<file path="config.mk">
export PLATFORM = sky130hd
export DESIGN_NAME = dsadc_top
export DESIGN_NICKNAME = d
export VERILOG_FILES = /design/src/rtl/dsadc_fifo.v /design/src/rtl/dsadc_top.v
export VERILOG_INCLUDE_DIRS = /design/src /design/src/rtl
export SDC_FILE = /design/constraint.sdc
export NUM_CORES = 2
export LEC_CHECK = 0
export ABC_AREA = 1
export ABC_CLOCK_PERIOD_IN_PS = 6100
export BUFFER_PORTS_ARGS = -buffer_cell sky130_fd_sc_hd__buf_2
export CAP_MARGIN = 5
export CELL_PAD_IN_SITES_DETAIL_PLACEMENT = 1
export CELL_PAD_IN_SITES_GLOBAL_PLACEMENT = 2
export CORE_UTILIZATION = 35
export DETAILED_ROUTE_END_ITERATION = 8
export PLACE_DENSITY_LB_ADDON = 0.1
export SLEW_MARGIN = 20
export SYNTH_ARGS = -nofsm -noshare
export SYNTH_HDL_FRONTEND = slang
export SYNTH_SLANG_ARGS = --single-unit
</file>
<file path="constraint.sdc">
create_clock -name clk_sys -period 6.1 [get_ports clk_sys]
set_clock_uncertainty 0.2 [all_clocks]
set_input_delay 0 -clock clk_sys [delete_from_list [all_inputs] [get_ports clk_sys]]
set_output_delay 0 -clock clk_sys [all_outputs]
set_load 0.01 [all_outputs]
</file>
<file path="src/rtl/dsadc_regs.vh">
`ifndef DSADC_REGS_VH
`define DSADC_REGS_VH

// Clock rates and the derived divider down to the operation clock.
`define DSADC_SYS_CLK_MHZ 100
`define DSADC_OP_CLK_MHZ 10
`define DSADC_OP_DIV (`DSADC_SYS_CLK_MHZ / `DSADC_OP_CLK_MHZ)

// Oversampling: 10 MHz / 18 = 555.6 kHz, split into two modulator slots.
`define DSADC_OS_OP_CLKS 18
`define DSADC_SLOT_OP_CLKS (`DSADC_OS_OP_CLKS / 2)

// Decimation ratio and the resulting 4.340 kHz output period.
`define DSADC_DEC_RATIO 128
`define DSADC_DEC_LAST 7'h7F
`define DSADC_DEC_MID 8'h40

// Phase adjustment range in oversampling steps.
`define DSADC_PHASE_MAX 255
`define DSADC_DLINE_DEPTH 256

// DC-removal filter pole as a right shift.
`define DSADC_HPF_SHIFT 8

// Result width and reset value.
`define DSADC_RES_W 24
`define DSADC_RES_RESET 24'h000000
`define DSADC_RES_POS_MAX 24'h7FFFFF
`define DSADC_RES_NEG_MAX 24'h800000

// Pair roles, bit n for input pair n.
`define DSADC_ACTIVE_2W 4'h7
`define DSADC_CURRENT_2W 4'h6
`define DSADC_ACTIVE_3W 4'hF
`define DSADC_CURRENT_3W 4'hA

`endif

</file>
<file path="src/rtl/dsadc_fifo.v">
`timescale 1ns/1ns
module dsadc_fifo #(
    parameter WIDTH = 26,
    parameter DEPTH = 16,
    parameter AW = 4
) (
    // Clock and reset
    input wire clk_sys,
    input wire resetn,
    input wire flush,
    // Fill side
    input wire in_valid,
    output wire in_ready,
    input wire [WIDTH-1:0] in_data,
    // Drain side
    output wire out_valid,
    input wire out_ready,
    output wire [WIDTH-1:0] out_data
);
    reg [WIDTH-1:0] mem [0:DEPTH-1];
    reg [AW-1:0] wp_q;
    reg [AW-1:0] rp_q;
    reg [AW:0] cnt_q;
    wire push;
    wire pop;

    assign in_ready = (cnt_q != DEPTH[AW:0]);
    assign out_valid = (cnt_q != {(AW+1){1'b0}});
    assign out_data = mem[rp_q];
    assign push = in_valid && in_ready;
    assign pop = out_valid && out_ready;

    always @(posedge clk_sys) begin
        if (push) begin
            mem[wp_q] <= in_data;
        end
    end

    always @(posedge clk_sys or negedge resetn) begin
        if (!resetn) begin
            wp_q <= {AW{1'b0}};
            rp_q <= {AW{1'b0}};
            cnt_q <= {(AW+1){1'b0}};
        end else if (flush) begin
            wp_q <= {AW{1'b0}};
            rp_q <= {AW{1'b0}};
            cnt_q <= {(AW+1){1'b0}};
        end else begin
            if (push) begin
                wp_q <= (wp_q == DEPTH[AW-1:0] - 1'b1) ? {AW{1'b0}} :
                    wp_q + 1'b1;
            end
            if (pop) begin
                rp_q <= (rp_q == DEPTH[AW-1:0] - 1'b1) ? {AW{1'b0}} :
                    rp_q + 1'b1;
            end
            if (push && !pop) begin
                cnt_q <= cnt_q + 1'b1;
            end else if (pop && !push) begin
                cnt_q <= cnt_q - 1'b1;
            end
        end
    end
endmodule

</file>
<file path="src/rtl/dsadc_top.v">
// How it works
// two lockstep modulators, each serving two channels
// channels 0,2 unity; 1,3 gain two/sixteen
// 10 MHz op clock, 555.6 kHz oversampling
// decimate by 128, one word per period
// per-channel delay up to 255 oversample steps
// DC-removal filter per channel, independently selectable
// two-wire: voltage, current1, current2, pair3 unused
// three-wire: V1, I1, V2, I2; four-channel only
// pair first pin negative, second pin positive
// host must supply the 10 MHz clock
// each channel has a 24-bit result register
// reference internal bandgap out or external in
// source select 1 stops bandgap, pin input
// results zero on reset and while disabled
// bypass bit 0 inserts filter, 1 passes
// each period, update enabled channel results; a full FIFO stalls updates and periods ending meanwhile are dropped
`timescale 1ns/1ns
`include "dsadc_regs.vh"
module dsadc_top #(
    parameter FOUR_CH_VARIANT = 1,
    parameter FIFO_DEPTH = 16,
    parameter FIFO_AW = 4
) (
    // Clock and reset
    input wire clk_sys,
    input wire resetn,
    // Control
    input wire conversion_enable_bit,
    input wire wire_mode_select,
    input wire reference_source_select,
    input wire gain_select_16,
    input wire [3:0] filter_bypass_bit,
    input wire [31:0] phase_shift_setting,
    // Modulator bitstreams and slot control
    input wire mod_a_bit,
    input wire mod_b_bit,
    output wire mod_slot,
    output wire pga_gain_16,
    // Pair roles for the analog front-end
    output wire [3:0] pair_active,
    output wire [3:0] pair_is_current,
    // Reference pin and bandgap
    input wire reference_io_pin_i,
    output wire reference_io_pin_o,
    output wire reference_io_pin_oe,
    output wire bandgap_enable,
    output wire reference_external_seen,
    // Results
    output wire [95:0] channel_result_registers,
    output wire sample_overrun,
    // Result stream
    output wire result_valid,
    input wire result_ready,
    output wire [1:0] result_channel,
    output wire [23:0] result_data
);
    reg [3:0] div_q;
    reg [3:0] slot_cnt_q;
    reg slot_q;
    reg [3:0] bits_q;
    reg [7:0] wp_q;
    reg [6:0] dec_cnt_q;
    reg [7:0] acc_q [0:3];
    reg [31:0] hold_q;
    reg [95:0] dc_q;
    reg [95:0] results_q;
    reg seq_busy_q;
    reg [1:0] seq_ch_q;
    reg overrun_q;
    reg [3:0] dline [0:`DSADC_DLINE_DEPTH-1];
    reg [3:0] tap_bits;
    integer c;
    integer t;

    wire op_tick;
    wire slot_end;
    wire os_tick;
    wire [3:0] os_bits;
    wire dec_end;
    wire three_wire;
    wire fifo_in_ready;
    wire [7:0] cur_sum;
    wire [7:0] centered;
    wire [23:0] raw;
    wire [23:0] dc_cur;
    wire [24:0] hp_wide;
    wire signed [23:0] hp;
    wire [23:0] dc_step;
    wire [23:0] out_val;
    wire ch_active;
    wire seq_go;

    function [7:0] tap_addr;
        input [7:0] wp;
        input [7:0] ph;
        begin
            tap_addr = wp - ph;
        end
    endfunction

    function [23:0] sat24;
        input [24:0] v;
        begin
            if (v[24] == 1'b0 && v[23] == 1'b1) begin
                sat24 = `DSADC_RES_POS_MAX;
            end else if (v[24] == 1'b1 && v[23] == 1'b0) begin
                sat24 = `DSADC_RES_NEG_MAX;
            end else begin
                sat24 = v[23:0];
            end
        end
    endfunction

    // op clock assumed
    // The host owns the 10 MHz routing; this divider assumes it is there.
    // op clock tick
    assign op_tick = (div_q == `DSADC_OP_DIV - 1);
    assign slot_end = op_tick && (slot_cnt_q == `DSADC_SLOT_OP_CLKS - 1);
    // oversample tick
    assign os_tick = slot_end && slot_q;
    // time-shared modulators
    // Modulator A carries channels 0/1 and B carries 2/3; slot 1 completes
    // the set so all four bits enter the delay line together.
    assign os_bits = {mod_b_bit, bits_q[2], mod_a_bit, bits_q[0]};
    assign mod_slot = slot_q;
    // bit polarity
    // A one bit means the second (positive) pin is above the first.
    // gain select
    assign pga_gain_16 = gain_select_16;

    // three-wire gate
    assign three_wire = wire_mode_select && (FOUR_CH_VARIANT != 0);
    // pair roles
    assign pair_active = three_wire ? `DSADC_ACTIVE_3W : `DSADC_ACTIVE_2W;
    assign pair_is_current = three_wire ? `DSADC_CURRENT_3W :
        `DSADC_CURRENT_2W;

    // reference direction
    assign bandgap_enable = !reference_source_select;
    assign reference_io_pin_oe = !reference_source_select;
    // reference sources
    assign reference_io_pin_o = 1'b1;
    assign reference_external_seen = reference_source_select &&
        reference_io_pin_i;

    // phase taps
    // Delay zero bypasses the line so the newest bit is used directly.
    always @* begin
        tap_bits = 4'h0;
        for (t = 0; t < 4; t = t + 1) begin
            if (phase_shift_setting[t*8 +: 8] == 8'h00) begin
                tap_bits[t] = os_bits[t];
            end else begin
                tap_bits[t] = dline[tap_addr(wp_q,
                    phase_shift_setting[t*8 +: 8])][t];
            end
        end
    end

    always @(posedge clk_sys) begin
        if (os_tick) begin
            dline[wp_q] <= os_bits;
        end
    end

    // decimation boundary
    assign dec_end = os_tick && (dec_cnt_q == `DSADC_DEC_LAST);

    // sequencer datapath
    assign cur_sum = hold_q[{seq_ch_q, 3'b000} +: 8];
    assign centered = cur_sum - `DSADC_DEC_MID;
    assign raw = {centered, 16'h0000};
    assign dc_cur = dc_q[seq_ch_q*24 +: 24];
    assign hp_wide = {raw[23], raw} - {dc_cur[23], dc_cur};
    assign hp = sat24(hp_wide);
    assign dc_step = hp >>> `DSADC_HPF_SHIFT;
    // bypass polarity
    assign out_val = filter_bypass_bit[seq_ch_q] ? raw : hp;
    assign ch_active = pair_active[seq_ch_q];
    // Inactive pairs need no FIFO space, so only active ones wait on it.
    assign seq_go = seq_busy_q && (fifo_in_ready || !ch_active);

    always @(posedge clk_sys or negedge resetn) begin
        if (!resetn) begin
            div_q <= 4'h0;
            slot_cnt_q <= 4'h0;
            slot_q <= 1'b0;
            bits_q <= 4'h0;
            wp_q <= 8'h00;
            dec_cnt_q <= 7'h00;
            hold_q <= 32'h00000000;
            dc_q <= 96'h0;
            results_q <= 96'h0;
            seq_busy_q <= 1'b0;
            seq_ch_q <= 2'h0;
            overrun_q <= 1'b0;
            for (c = 0; c < 4; c = c + 1) begin
                acc_q[c] <= 8'h00;
            end
        end else if (!conversion_enable_bit) begin
            // held cleared
            // The delay line memory is not cleared; stale bits may feed
            // the first 255 oversamples after enabling.
            div_q <= 4'h0;
            slot_cnt_q <= 4'h0;
            slot_q <= 1'b0;
            bits_q <= 4'h0;
            wp_q <= 8'h00;
            dec_cnt_q <= 7'h00;
            hold_q <= 32'h00000000;
            dc_q <= 96'h0;
            results_q <= 96'h0;
            seq_busy_q <= 1'b0;
            seq_ch_q <= 2'h0;
            overrun_q <= 1'b0;
            for (c = 0; c < 4; c = c + 1) begin
                acc_q[c] <= 8'h00;
            end
        end else begin
            div_q <= op_tick ? 4'h0 : div_q + 4'h1;
            if (op_tick) begin
                slot_cnt_q <= slot_end ? 4'h0 : slot_cnt_q + 4'h1;
            end
            if (slot_end) begin
                slot_q <= !slot_q;
                if (!slot_q) begin
                    bits_q[0] <= mod_a_bit;
                    bits_q[2] <= mod_b_bit;
                end
            end
            if (os_tick) begin
                wp_q <= wp_q + 8'h01;
                dec_cnt_q <= dec_cnt_q + 7'h01;
                // boxcar accumulate
                for (c = 0; c < 4; c = c + 1) begin
                    if (dec_end) begin
                        acc_q[c] <= 8'h00;
                    end else begin
                        acc_q[c] <= acc_q[c] + {7'h00, tap_bits[c]};
                    end
                end
            end
            if (seq_go) begin
                if (ch_active) begin
                    // DC removal
                    dc_q[seq_ch_q*24 +: 24] <= dc_cur + dc_step;
                    // result store
                    results_q[seq_ch_q*24 +: 24] <= out_val;
                end
                seq_ch_q <= seq_ch_q + 2'h1;
                if (seq_ch_q == 2'h3) begin
                    seq_busy_q <= 1'b0;
                end
            end
            // period snapshot
            // A full FIFO stalls the sequencer; a period that ends while it
            // is still stalled is dropped and flagged rather than torn.
            if (dec_end) begin
                if (seq_busy_q && !(seq_go && seq_ch_q == 2'h3)) begin
                    overrun_q <= 1'b1;
                end else begin
                    seq_busy_q <= 1'b1;
                    seq_ch_q <= 2'h0;
                    for (c = 0; c < 4; c = c + 1) begin
                        hold_q[c*8 +: 8] <= acc_q[c] + {7'h00, tap_bits[c]};
                    end
                end
            end
        end
    end

    assign channel_result_registers = results_q;
    assign sample_overrun = overrun_q;

    dsadc_fifo #(
        .WIDTH(26),
        .DEPTH(FIFO_DEPTH),
        .AW(FIFO_AW)
    ) u_fifo (
        .clk_sys(clk_sys),
        .resetn(resetn),
        .flush(!conversion_enable_bit),
        .in_valid(seq_busy_q && ch_active),
        .in_ready(fifo_in_ready),
        .in_data({seq_ch_q, out_val}),
        .out_valid(result_valid),
        .out_ready(result_ready),
        .out_data({result_channel, result_data})
    );
endmodule

</file>
== Word level (Yosys, flattened, before mapping) ==
Memory sizes are Yosys's and may differ from the RTL's.
Index checks and enable logic that the tools add are counted.

* $add $sub $neg: 21
* Multiply operators: 1
* $lt $le $gt $ge: 1
* Equal/unequal tests: 19
* Shift-type cells: 5
* Muxes and demuxes: 72
* Bitwise operators: 2
* Reduce and logical (&&, ||, !) cells: 30

{| class="wikitable"
|+ Operator list
! kind !! number
|-
| 96-bit two-way mux || 6
|-
| 96-bit bitwise mux || 2
|-
| 24-bit by 34-bit variable part select with 96-bit output || 2
|-
| 32-bit two-way mux || 5
|-
| 24-bit by 34-bit variable shift with 96-bit output (first input constant) || 1
|-
| 96-bit by 8-bit variable part select with 24-bit output || 1
|-
| 24-bit two-way mux || 3
|-
| 4-bit two-way mux || 13
|-
| 8-bit two-way mux || 6
|-
| 7-bit negation with 34-bit output || 1
|-
| 8-bit by 1-bit adder with 8-bit output || 4
|-
| 8-bit zero test || 4
|-
| 32-bit by 6-bit variable part select with 8-bit output || 1
|-
| 8-bit subtractor || 4
|-
| 1-bit two-way mux || 26
|-
| 24-bit by 24-bit subtractor with 25-bit output || 1
|-
| 24-bit adder || 1
|-
| 2-bit by 1-bit inequality test with 1-bit output (second input constant) || 9
|-
| 4-bit by 1-bit adder with 4-bit output (second input constant) || 4
|-
| 4-bit == test (second input constant) || 4
|-
| 5-bit two-way mux || 3
|-
| 1-bit logical AND || 14
|-
| 7-bit two-way mux || 2
|-
| 8-bit by 1-bit adder with 8-bit output (second input constant) || 1
|-
| other kinds (19) || 33
|}

* Register bits: 299
* RAM bits: 1,440
* Input port bits: 46
* Memories: 2

{| class="wikitable"
|+ Memories
! memory !! depth !! bits a word !! read ports !! clocked after Yosys merged registers in !! wr ports !! RTL line !! RTL
|-
| dline || 256 || 4 || 4 || 0 || 1 || dsadc_top.v:71 || <nowiki>reg [3:0] dline [0:`DSADC_DLINE_DEPTH-1];</nowiki>
|-
| u_fifo.mem || 16 || 26 || 1 || 0 || 1 || dsadc_fifo.v:20 || <nowiki>reg [WIDTH-1:0] mem [0:DEPTH-1];</nowiki>
|}

== Depth between registers and ports, before layout ==
* Word-level depth: 13
* Gate-level depth with buffers: 39

== Cells and area by module ==
Synthesis repeated with hierarchy kept, for this count alone.

* Cells, all modules: 7,365
* Area, all modules: 78,113.7 um^2

{| class="wikitable"
|+ By module, submodules not included
! module !! instances !! cells each !! area an instance (um^2) !! sequential area each (um^2)
|-
| dsadc_top || 1 || 5,988 || 60,814.6 || 37,906.4
|-
| dsadc_fifo || 1 || 1,377 || 17,299.1 || 12,817.3
|}

== Worst setup path after synthesis ==
No wires, ideal clock.

* Path kind: reg-to-reg
* Start: reg seq_ch_q[0]
* End: reg dc_q[30]
* Library setup time: 0.066 ns
* Arrival time: 5.976 ns
* Required time: 5.834 ns
* Slack: -0.142 ns
* Stages on the path, launching flop included: 37
* Clock period less this slack: 6.242 ns
* Cells stage by stage: dfrtp_1 > inv_2 > buf_2 > buf_2 > clkbuf_1 > clkbuf_1 > clkbuf_1 > nand2_1 > a32oi_1 > inv_1 > ha_1 > a21oi_1 > o21ai_0 > nand2_1 > nand4_1 > o21bai_1 > nand2_1 > nand2_4 > nand2_8 > nand2_1 > nand2_1 > ha_1 > inv_1 > fa_1 > inv_1 > nand3_1 > nand2_1 > a21oi_1 > o21bai_1 > a21oi_1 > o21ai_0 > xnor2_1 > o21ai_0 > nand2_1 > o21ai_0 > nand3_1 > nand2_1

* Longest elaborated chain between the ends: 13

{| class="wikitable"
|+ RTL lines
! what !! RTL line !! RTL
|-
| from (decl) || dsadc_top.v:69 || <nowiki>reg [1:0] seq_ch_q;</nowiki>
|-
| from (signal assigned) || dsadc_top.v:251 || <nowiki>seq_ch_q <= seq_ch_q + 2'h1;</nowiki>
|-
| 2-bit by 2-bit multiplier with 4-bit output or 32-bit by 6-bit variable part select with 8-bit output (tied branches) || dsadc_top.v:174, dsadc_top.v:247, dsadc_top.v:171 ||
|-
| 96-bit by 8-bit variable part select with 24-bit output or 8-bit by 7-bit subtractor with 8-bit output (tied branches) || - ||
|-
| 24-bit by 24-bit subtractor with 25-bit output || dsadc_top.v:175 || <nowiki>assign hp_wide = {raw[23], raw} - {dc_cur[23], dc_cur};</nowiki>
|-
| 1-bit NOT || dsadc_top.v:107 || <nowiki>end else if (v[24] == 1'b1 && v[23] == 1'b0) begin</nowiki>
|-
| 1-bit logical AND || dsadc_top.v:107 ||
|-
| 24-bit two-way mux || dsadc_top.v:107 ||
|-
| 24-bit two-way mux || dsadc_top.v:105 || <nowiki>if (v[24] == 1'b0 && v[23] == 1'b1) begin</nowiki>
|-
| 24-bit adder || dsadc_top.v:247 || <nowiki>dc_q[seq_ch_q*24 +: 24] <= dc_cur + dc_step;</nowiki>
|-
| 24-bit by 34-bit variable part select with 96-bit output || dsadc_top.v:247 ||
|-
| 96-bit bitwise mux || dsadc_top.v:247 ||
|-
| 96-bit two-way mux || dsadc_top.v:245 || <nowiki>if (ch_active) begin</nowiki>
|-
| 96-bit two-way mux || dsadc_top.v:244 || <nowiki>if (seq_go) begin</nowiki>
|-
| 96-bit two-way mux || dsadc_top.v:201 || <nowiki>end else if (!conversion_enable_bit) begin</nowiki>
|-
| to (signal, indexed assignment) || dsadc_top.v:247 ||
|-
| to (decl) || dsadc_top.v:66 || <nowiki>reg [95:0] dc_q;</nowiki>
|}

Several ways; a longest one is shown, not always the timed one. The select of a mux whose other input is x is not followed.
A chain may end at the register's enable or synchronous reset.

== Worst setup path after layout ==
* Start: reg wp_q[0]
* End: reg acc_q[23] (netlist bit)

* Longest elaborated chain between the ends: 7

{| class="wikitable"
|+ RTL lines
! what !! RTL line !! RTL
|-
| from (decl) || dsadc_top.v:62 || <nowiki>reg [7:0] wp_q;</nowiki>
|-
| from (signal assigned) || dsadc_top.v:233 || <nowiki>wp_q <= wp_q + 8'h01;</nowiki>
|-
| 8-bit subtractor || dsadc_top.v:98 || <nowiki>tap_addr = wp - ph;</nowiki>
|-
| memory 256 x 4 bit || - ||
|-
| 1-bit two-way mux || dsadc_top.v:152 || <nowiki>if (phase_shift_setting[t*8 +: 8] == 8'h00) begin</nowiki>
|-
| 8-bit by 1-bit adder with 8-bit output || dsadc_top.v:240 || <nowiki>acc_q[c] <= acc_q[c] + {7'h00, tap_bits[c]};</nowiki>
|-
| 8-bit two-way mux || dsadc_top.v:237 || <nowiki>if (dec_end) begin</nowiki>
|-
| 32-bit two-way mux || dsadc_top.v:232 || <nowiki>if (os_tick) begin</nowiki>
|-
| 32-bit two-way mux || dsadc_top.v:201 ||
|-
| to (signal, indexed assignment) || dsadc_top.v:240 ||
|-
| to (decl) || dsadc_top.v:64 || <nowiki>reg [7:0] acc_q [0:3];</nowiki>
|}

No other way between the ends. The select of a mux whose other input is x is not followed.

==> results_dict.tcl <==
set metrics [dict create \
    cpMostUsedCell "o21ai_0" \
    cts_tree "built" \
    htreeDepth 4 \
    tightest_slew_ns 1.16 \
    crit_fanout 31 \
    insertion_delay_ns 0.89 \
    tns_ns 0 \
    start_kind "flip-flop" \
    gp_congestion 0.889 \
    hp-class "input pin to primary output" \
    hp-start "reference_source_select" \
    drc_errors 0 \
    leakagePower_nw 34.4 \
    rows 172 \
    nFillCells 23898 \
    hold_depth 3 \
    first_global_vias 59653 \
    die_h_um 473 \
    synth-seq-cells 1739 \
    area_delta_synth_final_pct 16.3 \
    start_util 0.353 \
    drt_wl_total_um 305000 \
    synth_edf_count 1440 \
    grtUsageTotal 0.270 \
    final_area_mm2 0.0903 \
    synth-async-reset-ratio 0.172 \
    portBuffers 175 \
    cts_root_buffer "clkbuf_16" \
    yosysWarnings 0 \
    io_pins 184 \
    stdcell_count 10669 \
    clk_pin_slew_ns 0.06 \
    placed_area_mm2 0.0837 \
    syn_avg_cell_area_um2 10.7 \
    final_layout_size_suffix_gt1_frac 0.121 \
    core_mm2 0.220 \
    grt_pass1_wl_um 436000 \
    cpMaxStageDelayCell "fa_4" \
    whs_endpoint "reference_io_pin_oe" \
    grt_start_max_net_pins 135 \
    cp-end-kind "flip-flop" \
    die-width_um 473 \
    ys_seq_area_frac 0.653 \
    finalHoldViolations 0 \
    maxSlewViolCount 0 \
    netlist-cell-type-count 59 \
    drt_iter0_markers 5063 \
    maxCapViolations 0 \
    required_ns 6.60 \
    r2r_slack_ns 0.27 \
    fin_util 0.410 \
    timing.rr.start "wp_q[0]" \
    overflow 0 \
    synth.cell_area_mm2 0.0777 \
    antenna_found_initial 22 \
    nNetsFinal 7686 \
    dpl.hpwl_um 200000 \
    ant_nets 0 \
    setup_violations 0 \
    period_share 0.956 \
    firstDrtPassIters 6 \
    critPathMaxStageDelay_ns 0.81 \
    synth_ff_type "edfxtp_1" \
    powerDensity_mw_per_mm2 335 \
    syn_inst 7260 \
    die_area_mm2 0.224 \
    avgRoutedWirePerCell_um 28.6 \
    vdd_drop_max_mv 0.328 \
    dpl.cell_count 10273 \
    cts_buffers 196 \
    crit_type "flip-flop to flip-flop" \
    slew_headroom 0.226 \
    fmax_mhz 172 \
    clk_path_buf_depth 3 \
    vias_per_cell 5.52 \
    reg2reg_depth 25 \
    period_needed_ns 5.83 \
    cp_data_arrival_time_ns 6.33 \
    dr_total_vias 58874 \
    status "finished clean" \
    clock-sinks 1739 \
    r2r-end "acc_q[23]" \
]
-- cells by family after synthesis --
| family | share of synthesized area |
|---|---|
| buffers and inverters | 0.0365 |
| xor gates and xnor gates | 0.00868 |
| DFF | 0.653 |
| AOI/OAI and AO/OA | 0.0994 |
| and+or+nand+nor | 0.172 |
| other | 0.0000967 |
| muxes | 0.0144 |
| adders and majority gates | 0.0162 |
-- state kept, by name, summed over array words and instances, names as in the netlist, 5 cells and up --
name                      flops
acc_q                        32
channel_result_registers     96
dc_q                         96
dec_cnt_q                     7
dline                      1024
hold_q                       32
u_fifo.cnt_q                  5
u_fifo.mem                  416
wp_q                          8
-- critical path: cells and delay by family, from the launching register on --
family / cells / cell delay [ns]
xor gates and xnor gates: 1 / 0.25
AOI/OAI and AO/OA: 8 / 1.74
buffers and inverters: 5 / 0.80
adders and majority gates: 3 / 1.33
DFF: 1 / 0.42
and+or+nand+nor: 8 / 0.88
-- final cells by class --
| cell class | count | area (um^2) | area share |
|---|---|---|---|
| antenna | 6 | 15.0 | 0.000166 |
| clock inverter | 93 | 1010 | 0.0112 |
| tap | 2958 | 3700 | 0.0410 |
| timing repair buffer | 522 | 4050 | 0.0448 |
| sequential | 1739 | 50700 | 0.562 |
| clock buffer | 267 | 5220 | 0.0578 |
| inverter | 283 | 1090 | 0.0120 |
| multi-input combinational | 4801 | 24500 | 0.271 |
-- report_power, final --
group          switching, W  internal [W]  total (W)
clock               0.00516       0.00639     0.0116
sequential         0.000156        0.0132     0.0133
combinational       0.00374       0.00169    0.00543
-- through the flow --
step / hold WS [ns] / setup WS [ns] / power (W)
5_1_grt: 0.0593 / -0.00593 / 0.0313
3_3_place_gp: -0.200 / 0.0984 / 0.0188
6_report: 0.0518 / 0.270 / 0.0303
2_1_floorplan: -0.496 / 0.00346 / 0.0163
4_1_cts: 0.000517 / 0.0983 / 0.0304
3_5_place_dp: -0.200 / 0.126 / 0.0189
-- how the worst max path moves through the flow --
stage,slack [ns],endpoint,startpoint,depth (start not counted)
finish,0.27,acc_q[23],wp_q[0],25
global route,-0.006,dc_q[22],seq_ch_q[0],36
CTS,0.1,dc_q[93],seq_ch_q[0],31
detailed placement,0.13,dc_q[93],seq_ch_q[0],31
global placement,0.1,dc_q[37],seq_ch_q[0],33
floorplan,0.003,dc_q[30],seq_ch_q[0],36
-- routing by layer --
metal  routed length [um]  global-route usage  part of all wire
met2               136000               0.416              0.45
met1               143000               0.393              0.47
met4                 8360              0.0770             0.027
met5                    0                   0                 0
met3                17400              0.0405             0.057
-- cell usage after synthesis (all sizes together) (2+ instances only) --
cell / count / area, um^2
nor4: 12 / 75.1
nor2: 869 / 3290
inv: 271 / 1020
nand4: 44 / 275
a22o: 4 / 35.0
a21o: 3 / 22.5
clkinv: 12 / 46.3
a311oi: 2 / 17.5
nand2: 1881 / 7150
and2: 11 / 71.3
xnor2: 14 / 123
a21oi: 283 / 1420
a31oi: 17 / 106
o21bai: 14 / 105
mux2i: 89 / 891
a22oi: 2 / 15.0
o211ai: 58 / 435
ha: 91 / 1140
mux2: 20 / 225
edfxtp: 1440 / 43200
nand3b: 8 / 60.1
xor2: 63 / 552
o21ai: 481 / 2420
nor3: 31 / 155
buf: 97 / 482
nand3: 410 / 2110
o22ai: 30 / 188
o32ai: 64 / 561
conb: 2 / 7.51
clkbuf: 344 / 1290
or2: 19 / 119
a21boi: 2 / 15.0
fa: 6 / 120
o21a: 3 / 22.5
a32oi: 120 / 1050
o31ai: 22 / 175
dfrtp: 299 / 7480
a32o: 66 / 661
o221ai: 52 / 455
-- what timing repair did --
item | in CTS | in global routing
setup endpoints to repair | 0 | 89
gates resized for setup | 0 | 18
setup buffers | 0 | 3
endpoints found under the hold margin | 643 | 0
hold buffers | 24 | 0
-- cell usage in the layout (no fill, tap or decap), types with 89 or more instances in the layout --
cell type / n
a21oi_1: 280
a32oi_1: 120
buf_2: 172
buf_4: 289
clkbuf_16: 198
dfrtp_1: 292
edfxtp_1: 1440
inv_1: 250
mux2i_1: 89
nand2_1: 1854
nand3_1: 398
nor2_1: 842
o21ai_0: 443
Note: power is estimated with default switching activity, not from simulation.
